[src/hdl/fes_pkg.sv]
// Purpose: Shared constants for the framer error status block
// Assumes: Two channels, 8-bit status registers
// Notes:   Bit positions are common to both channels
package fes_pkg;
  localparam logic [7:0] FES_ADDR_STATUS_A = 8'h08;
  localparam logic [7:0] FES_ADDR_STATUS_B = 8'h09;
  localparam logic [7:0] FES_STATUS_RESET  = 8'h00;
  localparam int         FES_BIT_TX_FAIL   = 7;
  localparam int         FES_BIT_TX_CYCLE  = 6;
  localparam int         FES_BIT_TX_CSUM   = 5;
  localparam int         FES_BIT_TX_LEN    = 4;
  localparam int         FES_BIT_RX_CSUM   = 3;
  localparam int         FES_BIT_RX_LEN    = 2;
  localparam int         FES_BIT_RX_FRAME  = 1;
  localparam int         FES_BIT_RX_PARITY = 0;
  localparam int         FES_CSUM_W        = 6;
  localparam int         FES_CNT_W         = 8;
  localparam int         FES_NCH           = 2;
endpackage

[src/hdl/fes_top.sv]
// Purpose: Per-channel error detection and clear-on-read status for two framers
// Assumes: Framer datapath supplies event strobes, counts and checksums
// Notes:   Register port is a simple read/address strobe from the host serial port
`timescale 1ns/1ps
module fes_top
  import fes_pkg::*;
(
  // Clock, reset, enable
  input  wire logic                            i_clk,
  input  wire logic                            i_sys_rst,
  input  wire logic                            i_ce,
  // Register read port
  input  wire logic                            i_rd,
  input  wire logic [7:0]                      i_addr,
  output logic      [7:0]                      o_rdata,
  // Per-channel configuration
  input  wire logic [FES_NCH-1:0]              i_cycle_timer_enable,
  input  wire logic [FES_NCH-1:0]              i_host_checksum_verify,
  input  wire logic [FES_NCH-1:0]              i_delete_on_error,
  input  wire logic [FES_NCH-1:0]              i_send_message_cmd,
  input  wire logic [FES_NCH-1:0]              i_trigger_cmd,
  // Transmit side events and data
  input  wire logic [FES_NCH-1:0]              i_tx_start,
  input  wire logic [FES_NCH-1:0]              i_queue_empty,
  input  wire logic [FES_NCH-1:0]              i_msg_preloaded,
  input  wire logic [FES_NCH-1:0]              i_tx_check,
  input  wire logic [FES_NCH*FES_CSUM_W-1:0]   i_tx_csum_calc,
  input  wire logic [FES_NCH*FES_CSUM_W-1:0]   i_tx_csum_host,
  input  wire logic [FES_NCH*FES_CNT_W-1:0]    i_tx_octets,
  input  wire logic [FES_NCH*FES_CNT_W-1:0]    i_tx_octet_count,
  input  wire logic [FES_NCH-1:0]              i_tx_fail,
  // Receive side events and data
  input  wire logic [FES_NCH-1:0]              i_rx_done,
  input  wire logic [FES_NCH*FES_CSUM_W-1:0]   i_rx_csum_calc,
  input  wire logic [FES_NCH*FES_CSUM_W-1:0]   i_rx_csum_recv,
  input  wire logic [FES_NCH*FES_CNT_W-1:0]    i_rx_octets,
  input  wire logic [FES_NCH*FES_CNT_W-1:0]    i_rx_expected_count,
  input  wire logic [FES_NCH-1:0]              i_rx_frame_err,
  input  wire logic [FES_NCH-1:0]              i_rx_parity_err,
  // Outputs to framer and interrupt logic
  output logic      [FES_NCH-1:0]              o_tx_suppress,
  output logic      [FES_NCH-1:0]              o_timer_start,
  output logic      [FES_NCH-1:0]              o_transmit_queue_reset,
  output logic      [FES_NCH-1:0]              o_rx_fault_irq
);

  typedef enum logic [1:0]
  {
    FES_TMR_IDLE = 2'b01,
    FES_TMR_RUN  = 2'b10
  } fes_tmr_t;

  logic [7:0]          status_r [FES_NCH];
  logic [7:0]          status_nxt [FES_NCH];
  logic [FES_NCH-1:0]  rd_hit;
  fes_tmr_t            tmr_r [FES_NCH];
  logic [7:0]          rdata_nxt;

  function automatic logic [FES_NCH-1:0] fes_decode(input logic rd, input logic [7:0] addr);
    logic [FES_NCH-1:0] hit;
    hit    = '0;
    hit[0] = rd && (addr == FES_ADDR_STATUS_A);
    hit[1] = rd && (addr == FES_ADDR_STATUS_B);
    return hit;
  endfunction

  assign rd_hit = fes_decode(i_rd, i_addr);

  always_comb
  begin
    rdata_nxt = 8'h00;
    if (rd_hit[0])
    begin
      rdata_nxt = status_r[0];
    end
    else if (rd_hit[1])
    begin
      rdata_nxt = status_r[1];
    end
  end

  // Read data is registered, captured together with the clear
  always_ff @(posedge i_clk or posedge i_sys_rst)
  begin
    if (i_sys_rst)
    begin
      o_rdata <= 8'h00;
    end
    else if (i_ce)
    begin
      o_rdata <= rdata_nxt;
    end
  end

  genvar ch;
  generate
    for (ch = 0; ch < FES_NCH; ch++)
    begin : g_ch
      logic [FES_CSUM_W-1:0] tx_cc;
      logic [FES_CSUM_W-1:0] tx_ch;
      logic [FES_CSUM_W-1:0] rx_cc;
      logic [FES_CSUM_W-1:0] rx_cr;
      logic [FES_CNT_W-1:0]  tx_n;
      logic [FES_CNT_W-1:0]  tx_exp;
      logic [FES_CNT_W-1:0]  rx_n;
      logic [FES_CNT_W-1:0]  rx_exp;
      logic [7:0]            ev;
      logic                  tx_csum_bad;
      logic                  tx_len_bad;

      assign tx_cc  = i_tx_csum_calc[ch*FES_CSUM_W +: FES_CSUM_W];
      assign tx_ch  = i_tx_csum_host[ch*FES_CSUM_W +: FES_CSUM_W];
      assign rx_cc  = i_rx_csum_calc[ch*FES_CSUM_W +: FES_CSUM_W];
      assign rx_cr  = i_rx_csum_recv[ch*FES_CSUM_W +: FES_CSUM_W];
      assign tx_n   = i_tx_octets[ch*FES_CNT_W +: FES_CNT_W];
      assign tx_exp = i_tx_octet_count[ch*FES_CNT_W +: FES_CNT_W];
      assign rx_n   = i_rx_octets[ch*FES_CNT_W +: FES_CNT_W];
      assign rx_exp = i_rx_expected_count[ch*FES_CNT_W +: FES_CNT_W];

      assign tx_csum_bad = i_tx_check[ch] && i_host_checksum_verify[ch] && (tx_cc != tx_ch);
      assign tx_len_bad  = i_tx_check[ch] && (tx_n != tx_exp);

      always_comb
      begin
        ev                    = 8'h00;
        ev[FES_BIT_TX_FAIL]   = i_tx_fail[ch];
        ev[FES_BIT_TX_CYCLE]  = i_tx_start[ch] && i_queue_empty[ch]
                                && i_cycle_timer_enable[ch];
        ev[FES_BIT_TX_CSUM]   = tx_csum_bad;
        ev[FES_BIT_TX_LEN]    = tx_len_bad;
        ev[FES_BIT_RX_CSUM]   = i_rx_done[ch] && (rx_cc != rx_cr);
        ev[FES_BIT_RX_LEN]    = i_rx_done[ch] && (rx_n != rx_exp);
        ev[FES_BIT_RX_FRAME]  = i_rx_frame_err[ch];
        ev[FES_BIT_RX_PARITY] = i_rx_parity_err[ch];
        // Set beats clear so an event during a read is seen next read
        status_nxt[ch] = (rd_hit[ch] ? 8'h00 : status_r[ch]) | ev;
      end

      always_ff @(posedge i_clk or posedge i_sys_rst)
      begin
        if (i_sys_rst)
        begin
          status_r[ch] <= FES_STATUS_RESET;
        end
        else if (i_ce)
        begin
          status_r[ch] <= status_nxt[ch];
        end
      end

      // Timer state: armed by enable, run on send or trigger
      always_ff @(posedge i_clk or posedge i_sys_rst)
      begin
        if (i_sys_rst)
        begin
          tmr_r[ch] <= FES_TMR_IDLE;
        end
        else if (i_ce)
        begin
          case (tmr_r[ch])
            FES_TMR_IDLE:
            begin
              if (i_cycle_timer_enable[ch] && (i_send_message_cmd[ch] || i_trigger_cmd[ch]))
              begin
                tmr_r[ch] <= FES_TMR_RUN;
              end
            end
            FES_TMR_RUN:
            begin
              if (!i_cycle_timer_enable[ch])
              begin
                tmr_r[ch] <= FES_TMR_IDLE;
              end
            end
            default:
            begin
              tmr_r[ch] <= FES_TMR_IDLE;
            end
          endcase
        end
      end

      always_comb
      begin
        o_timer_start[ch] = (tmr_r[ch] == FES_TMR_IDLE) && i_cycle_timer_enable[ch]
                            && (i_send_message_cmd[ch] || i_trigger_cmd[ch]);
        // Live and latched checksum error both block, but only while the cycle timer is enabled
        o_tx_suppress[ch] = i_cycle_timer_enable[ch]
                            && (tx_csum_bad || status_r[ch][FES_BIT_TX_CSUM]);
        // Partial loads cannot be deleted safely, so preload is required
        o_transmit_queue_reset[ch] = i_delete_on_error[ch] && i_msg_preloaded[ch]
                                     && (tx_csum_bad || tx_len_bad);
        o_rx_fault_irq[ch] = i_ce && (i_rx_frame_err[ch] || i_rx_parity_err[ch]);
      end
    end
  endgenerate

endmodule

[config.mk]
export PLATFORM = sky130hd
export DESIGN_NAME = fes_top
export DESIGN_NICKNAME = d
export VERILOG_FILES = /design/src/hdl/fes_pkg.sv /design/src/hdl/fes_top.sv
export SDC_FILE = /design/constraint.sdc
export NUM_CORES = 1
export LEC_CHECK = 0
export CORE_UTILIZATION = 44
export DETAILED_ROUTE_END_ITERATION = 12
export DONT_BUFFER_PORTS = 1
export GPL_ROUTABILITY_DRIVEN = 0
export GPL_TIMING_DRIVEN = 1
export MAX_ROUTING_LAYER = met4
export PLACE_DENSITY_LB_ADDON = 0.05
export SLEW_MARGIN = 20
export SYNTH_ARGS = -nofsm -noshare
export SYNTH_HDL_FRONTEND = slang
export SYNTH_SLANG_ARGS = --single-unit
export TNS_END_PERCENT = 100
[constraint.sdc]
create_clock -name i_clk -period 1.5 [get_ports i_clk]
set_input_delay 0.225 -clock i_clk [delete_from_list [all_inputs] [get_ports i_clk]]
set_output_delay 0.225 -clock i_clk [all_outputs]
set_load 0.1 [all_outputs]
After elaboration in Yosys (flattened, before gate mapping)
Index checks and enable logic that the tools add are counted.

Register bits after elaboration: 28. Word-level logic and storage cells: 75. Input bits: 150.

Eq/ne operators: 18. Bitwise operators: 2. Multiplexer cells: 10. Reductions and logical operators: 40.

Operators with widths (number): two-way mux 8 bit (4); != test 8 bit (4); logical AND 1 bit (30); != test 6 bit (4); == test 8 x 4 -> 1 bit, second input constant (2); OR 8 bit (2); logical OR 1 bit (8); two-way mux 2 bit (4); != test 2 bit, second input constant (4); case mux 2 bit (2 select lines) (2); AND reduction 3 bit (2); == test 2 x 1 -> 1 bit, second input constant (2); == test 2 bit, second input constant (2).

Logic depth before layout (Yosys ltp)
Gate-level depths: netlist (run 1).

Depth after elaboration: 4. Mapped depth: 5. Depth with buffers taken out: 4.

Worst setup path before layout (run 1)
No wires, ideal clock.

Kind: reg-to-reg. Start point: reg tmr_r[2] in the netlist's numbering. End point: reg tmr_r[3] in the netlist's numbering. Required time: 1.427 ns. Stages on the path, launching flop included: 4. Setup slack: -1.619 ns. Data arrival time: 3.046 ns. Path through: dfstp_2 nand2_1 nor3_1 a22o_1.

Longest elaborated chain between the ends: 3.

Ends and longest elaborated chain: start: declaration (line fes_top.sv:56) `fes_tmr_t tmr_r [FES_NCH];`; start signal: indexed assignment (line fes_top.sv:156) `tmr_r[ch] <= FES_TMR_IDLE;`; start signal: indexed assignment (line fes_top.sv:165) `tmr_r[ch] <= FES_TMR_RUN;`; start signal: indexed assignment (line fes_top.sv:172) `tmr_r[ch] <= FES_TMR_IDLE;`; == test 2 x 1 -> 1 bit or == test 2 bit (tied branches) (line fes_top.sv:160) `case (tmr_r[ch])`; != test 2 bit (no line); AND reduction 3 bit (no line).

Parallel ways exist; a longest one is shown, timed or not. A chain may end at the register's enable or synchronous reset.

Worst setup path after layout (run 1)
Start point: reg tmr_r[0] in the netlist's numbering. End point: out o_timer_start[1].

Longest elaborated chain between the ends: 3.

Ends and longest elaborated chain: == test 2 x 1 -> 1 bit (line fes_top.sv:185) `o_timer_start[ch] = (tmr_r[ch] == FES_TMR_IDLE) && i_cycle_timer_enable[ch]`; logical AND 1 bit (line fes_top.sv:185); logical AND 1 bit (line fes_top.sv:186) `&& (i_send_message_cmd[ch] || i_trigger_cmd[ch]);`; end: declaration (line fes_top.sv:42) `output logic [FES_NCH-1:0] o_timer_start,`.

Every way passes these cells.

==> results of run 1 <==
## metrics by stage
step | setup TNS, ns | instances | setup WS [ns] | hold WS (ns)
6_report | -0.107 | 269 | -0.0717 | 0.0436
5_1_grt | -0.213 | 269 | -0.140 | 0.0364
4_1_cts | -0.0699 | 268 | -0.0435 | 0.0335
3_5_place_dp | 0 | 262 | 0.102 | 0.205
3_3_place_gp | 0 | 262 | 0.114 | 0.198
2_1_floorplan | -0.350 | 199 | -0.175 | 0.289
## registers in the layout, indices dropped and copies added (netlist names)
name	count
o_rdata	8
tmr_r	4
status_r	16
## final timing paths
| path | from | end | slack (ns) | depth (start not counted) |
|---|---|---|---|---|
| worst max-delay path | tmr_r[0] | o_timer_start[1] | -0.07 | 3 |
| worst min-delay path | i_ce | o_rdata[5] | 0.04 | 1 |
| worst max register to register | tmr_r[0] | tmr_r[1] | 0.41 | 3 |
| worst min register to register | status_r[2] | status_r[2] | 0.50 | 1 |
| max in group asynchronous | i_sys_rst | tmr_r[2] | 0.75 | 3 |
| min in group asynchronous | i_sys_rst | status_r[6] | 0.45 | 3 |
## area by class of cell
class,count,share of cell area (%)
tap,50,2.70
sequential,28,30.3
clock buffer,3,1.78
clock inverter,1,1.30
timing repair buffer,21,9.72
multi-input combinational,154,52.2
inverter,12,1.94
## logic make-up (layout without fill, tap and decap cells)
group	Yosys count	after routing
flops	28	28
xor+xnor	56	56
mux	8	8
compound gates	38	38
simple gates	52	52
buf+inv	17	37
## Yosys cell counts, types with 2 or more instances
cell / number
clkbuf_1: 3
mux2i_1: 8
nand2_1: 15
o22ai_1: 9
nor3_1: 3
dfrtp_1: 26
o2bb2ai_1: 2
nand3_1: 7
nand4_1: 8
xnor2_1: 20
o21ai_0: 8
o21a_1: 2
buf_2: 2
xor2_1: 36
dfstp_2: 2
a22o_1: 7
a32o_1: 5
nor2_1: 6
inv_1: 12
a21oi_1: 3
nor4_1: 8
## routing by layer
layer	track usage (%)	part of all wire, %
met2	40.0	59
met1	20.1	34
met4	6.65	2.0
met5	-	0
met3	2.53	5.3
## power breakdown
group / internal, mW / leakage, nW / switching (mW)
Clock: 0.358 / 0.0357 / 0.240
Combinational: 0.208 / 0.604 / 0.279
Sequential: 0.787 / 0.300 / 0.0221
## worst max-delay path: stages (launching register included)
cell	delay, ns
dfstp_2	0.55
o211ai_1	0.17
nor2_4	0.17
buf_12	0.18
## repair_timing
item | CTS | global route
endpoints found under the hold margin | 27 | 0
endpoints found under the setup margin | 2 | 3
pin swaps | 0 | 2
hold buffers | 2 | 0
resized for setup | 0 | 1
buffers inserted | 0 | 1
==> flow_metrics.py, run 1 <==
metrics = {
    "synth": {
        "syn_nets": 349,
        "ys.flop_type": "dfrtp_1",
        "muxShareOfSynthArea_pct": 4.24,
        "synth_area_leaders": "dfrtp_1, xor2_1, xnor2_1",
        "async_reset_ff_share_pct": 100,
        "synth_top_family_by_area": "XOR/XNOR gates",
        "synth_compound_area_share_pct": 14.3,
        "synth_top_area_share_pct": 34.5,
        "netlist_area_um2": 1890,
        "ys_seq_elements": 28,
        "netlist_instances": 199,
        "synth_xor_area_share_pct": 26.0,
        "synthSimpleGateAreaFrac_pct": 14.7,
        "syn_avg_cell_area_um2": 9.48,
        "synthDistinctLibCells": 28,
        "synth-edff-count": 0,
        "yosysTopAreaCell": "dfrtp_1",
        "seq_area_frac_synth_pct": 37.3,
        "ys_warn_count": 0,
        "synth_fa_ha_area_share_pct": 0,
    },
    "clocking": {
        "htree_levels": 1,
        "cts_root_buffer": "clkbuf_8",
        "clock_tree.buffer_depth": 2,
        "cts.sinks": 28,
        "cts_tree": "yes",
        "clkLatencyLatePin_ns": 0.28,
        "clk_pin_slew_worst_paths_ns": 0.10,
        "numCtsBuffers": 3,
    },
    "floorplanning": {
        "pin_count": 166,
        "die_h_um": 67.5,
        "dieWidth_um": 67.5,
        "core_um2": 4060,
        "num_rows": 23,
        "start_util_pct": 46.5,
        "die_area_um2": 4550,
    },
    "timing": {
        "worst_slew_pin_slew_ns": 0.741,
        "final_max_slew_viol_count": 0,
        "setup_viol": 2,
        "final.period_utilization_pct": 105,
        "rsz0062_at_grt": "yes",
        "relSlewSlack_pct": 51.9,
        "timing.final.crit_period_ns": 1.57,
        "hold_viol": 0,
        "clock_skew_ns": 0.00217,
        "clock.fmax_ghz": 0.636,
        "worst_slack_ns": -0.0717,
    },
    "global_route": {
        "antenna_found_initial": 0,
        "grt_pass1_wl_um": 6770,
        "grt_max_degree": 34,
        "grt-ovfl-total": 0,
        "grtUsageTotal_pct": 20.3,
        "grt_pass1_vias": 1601,
    },
    "drt": {
        "dr_total_vias": 1610,
        "antenna_left": 0,
        "first_iter_violations": 61,
        "drt_wl_total_um": 4650,
        "vias_per_cell": 5.99,
        "avgRoutedWirePerCell_um": 17.3,
        "drc": 0,
        "drt_first_pass_iters": 4,
    },
    "power": {
        "ir_drop_v": 0.000384,
        "p_leak_nw": 0.939,
        "p_per_area_nw_per_um2": 817,
        "power.total_mw": 1.89,
    },
    "setup_path": {
        "crit_type": "reg -> out",
        "cp-start-kind": "register",
        "endpoint_kind": "primary output",
        "cp_data_arrival_time_ns": 1.35,
        "worstPathMaxFanout": 2,
        "required_ns": 1.27,
    },
    "final_layout": {
        "diodes": 0,
        "multi_input_area_um2": 1210,
        "fill_cells": 364,
        "final_common_cell": "xor2_1",
        "syn2layout_area_growth_pct": 22.8,
        "layout-drive-gt1-share_pct": 17.4,
        "final_cell_mix": "xor2_1, dfrtp_1, xnor2_1, nand2_1, buf_4",
        "design_area_um2": 2320,
        "fin_nets": 370,
        "final_core_util_pct": 57.1,
        "ff_latch_area_um2": 703,
    },
    "outcome": {
        "status": "complete, but fails checks",
        "violations": "negative setup slack",
    },
    "run": {
        "drv_cap": 0,
    },
    "placement": {
        "dp_hpwl_um": 3740,
        "port_buffers": 0,
        "place_area_um2": 2210,
    },
    "worst_hold_path": {
        "timing.hold.worst.class": "in -> reg",
    },
}
Power figures use the tool's default switching activity.
==> run 2: changes to the inputs <==
--- a/config.mk
+++ b/config.mk
@@ -5,6 +5,7 @@
 export SDC_FILE = /design/constraint.sdc
 export NUM_CORES = 1
 export LEC_CHECK = 0
+export CORE_ASPECT_RATIO = 1.2
 export CORE_UTILIZATION = 44
 export DETAILED_ROUTE_END_ITERATION = 12
 export DONT_BUFFER_PORTS = 1
==> constraint.sdc (replaced) <==
create_clock -name i_clk -period 1.4 [get_ports i_clk]
set_input_delay 0.21 -clock i_clk [delete_from_list [all_inputs] [get_ports i_clk]]
set_output_delay 0.21 -clock i_clk [all_outputs]
set_load 0.1 [all_outputs]
==> flow_metrics.py, run 2 (same netlist as run 1, synthesis figures left out) <==
metrics = {
    "setup_path": {
        "r2r-start": "tmr_r[2]",
        "rr_worst_depth": 3,
        "cp-start-kind": "register",
        "crit_type": "reg -> out",
        "crit_start": "tmr_r[2]",
        "endpoint_kind": "primary output",
        "worstPathMaxFanout": 3,
        "regToRegSetupSlack_ns": 0.34,
        "required_ns": 1.19,
        "cp_data_arrival_time_ns": 1.29,
        "r2r_end": "tmr_r[3]",
    },
    "final_layout": {
        "largest_reg_flops": 16,
        "syn2layout_area_growth_pct": 23.9,
        "layout-drive-gt1-share_pct": 17.8,
        "reg_top3": "status_r: 16 flops, o_rdata: 8 flops, tmr_r: 4 flops",
        "final_core_util_pct": 57.9,
        "fin_nets": 370,
        "final_cell_mix": "xor2_1, dfrtp_1, xnor2_1, nand2_1, buf_4",
        "diodes": 0,
        "design_area_um2": 2340,
        "fill_cells": 371,
        "regMostFlops": "status_r",
        "final_common_cell": "xor2_1",
    },
    "clocking": {
        "cts_tree": "yes",
        "clock_tree.buffer_depth": 2,
        "clkLatencyLatePin_ns": 0.27,
        "cts_root_buffer": "clkbuf_8",
        "htree_levels": 1,
        "clk_pin_slew_worst_paths_ns": 0.09,
        "cts.sinks": 28,
        "numCtsBuffers": 3,
    },
    "drt": {
        "drc": 0,
        "first_iter_violations": 44,
        "drt_first_pass_iters": 4,
        "vias_per_cell": 5.77,
        "dr_total_vias": 1575,
        "avgRoutedWirePerCell_um": 16.5,
        "drt_wl_total_um": 4500,
        "antenna_left": 0,
    },
    "global_route": {
        "grtUsageTotal_pct": 20.8,
        "grt_max_degree": 34,
        "grt_pass1_vias": 1627,
        "antenna_found_initial": 0,
        "grt_pass1_wl_um": 6930,
        "grt-ovfl-total": 0,
    },
    "timing": {
        "rsz0062_at_grt": "yes",
        "final.period_utilization_pct": 107,
        "relSlewSlack_pct": 65.3,
        "final_max_slew_viol_count": 0,
        "setup_viol": 2,
        "clock.fmax_ghz": 0.665,
        "hold_viol": 0,
        "timing.final.crit_period_ns": 1.50,
        "clock_skew_ns": 0.00296,
        "worst_slew_pin_slew_ns": 0.524,
        "worst_slack_ns": -0.104,
    },
    "power": {
        "seq_power_share_pct": 43.5,
        "p_comb_share_pct": 25.6,
        "p_leak_nw": 0.945,
        "p_per_area_nw_per_um2": 851,
        "p_int_mw": 1.44,
        "ir_drop_v": 0.000367,
        "sw_frac_of_total_pct": 27.5,
        "p_sw_mw": 0.546,
        "pwr-share-clk_pct": 30.9,
    },
    "worst_hold_path": {
        "timing.hold.worst.class": "in -> reg",
        "min-delay-start": "i_ce",
        "worstHoldPathCells": 1,
        "hold_end": "o_rdata[5]",
    },
    "outcome": {
        "status": "complete, but fails checks",
        "violations": "negative setup slack",
    },
    "floorplanning": {
        "dieWidth_um": 61.8,
        "die_area_um2": 4560,
        "start_util_pct": 46.8,
        "num_rows": 25,
        "die_h_um": 73.7,
        "pin_count": 166,
        "core_um2": 4040,
    },
    "placement": {
        "dp_hpwl_um": 3850,
        "place_area_um2": 2230,
        "port_buffers": 0,
    },
    "run": {
        "drv_cap": 0,
    },
}
## run 2: how the worst max path moves through the flow
stage | end
floorplan | tmr_r[3]
global placement | o_transmit_queue_reset[1]
detailed placement | o_transmit_queue_reset[0]
CTS | o_timer_start[0]
global route | o_timer_start[1]
finish | o_timer_start[0]
## run 2: metrics by stage
step                setup WS [ns]  cells  power [mW]  hold WS [ns]  setup TNS (ns)
floorplan                  -0.275    199        1.29         0.274          -0.635
global placement           0.0992    266        1.37         0.180               0
global route               -0.181    273        2.09        0.0223          -0.348
finish                     -0.104    273        1.99        0.0295          -0.197
detailed placement         0.0326    266        1.39         0.180               0
CTS                        -0.124    272        2.01        0.0186          -0.229
## run 2: routing by layer
layer	up-vias	GRT usage, %	routed length, um
li1	750	-	-
met1	739	22.2	1540
met2	80	38.7	2630
met3	6	2.82	258
met4	0	6.17	64
met5	-	-	0
## run 2: area by class of cell
cell class / count / area (um^2) / share of cell area, %
multi-input cells: 154 / 1210 / 51.9
flip-flops and latches: 28 / 703 / 30.1
repair buffers: 21 / 238 / 10.2
well taps: 54 / 67.6 / 2.89
inverters: 12 / 45.0 / 1.93
clock buffers: 3 / 41.3 / 1.77
clock inverters: 1 / 30.0 / 1.28
## run 2: what timing repair did
| action | CTS | global route |
|---|---|---|
| setup buffers | 0 | 1 |
| setup endpoints to repair | 2 | 4 |
| hold buffers | 2 | 0 |
| gates resized for setup | 0 | 1 |
| hold endpoints to repair | 27 | 0 |
| pin swaps | 0 | 2 |
## run 2: power groups by stage
stage                     logic [mW]  registers [mW]  clock network [mW]
after floorplan                0.405           0.882                   0
after detailed placement       0.505           0.882                   0
final                          0.509           0.866               0.614
after global routing           0.551           0.871               0.667
after CTS                      0.511           0.866               0.637
after global placement         0.492           0.879                   0
## run 2: worst max-delay path: stages (launching register included)
cell,delay [ns]
dfstp_2,0.56
nand2_2,0.06
nor3_4,0.20
buf_12,0.21
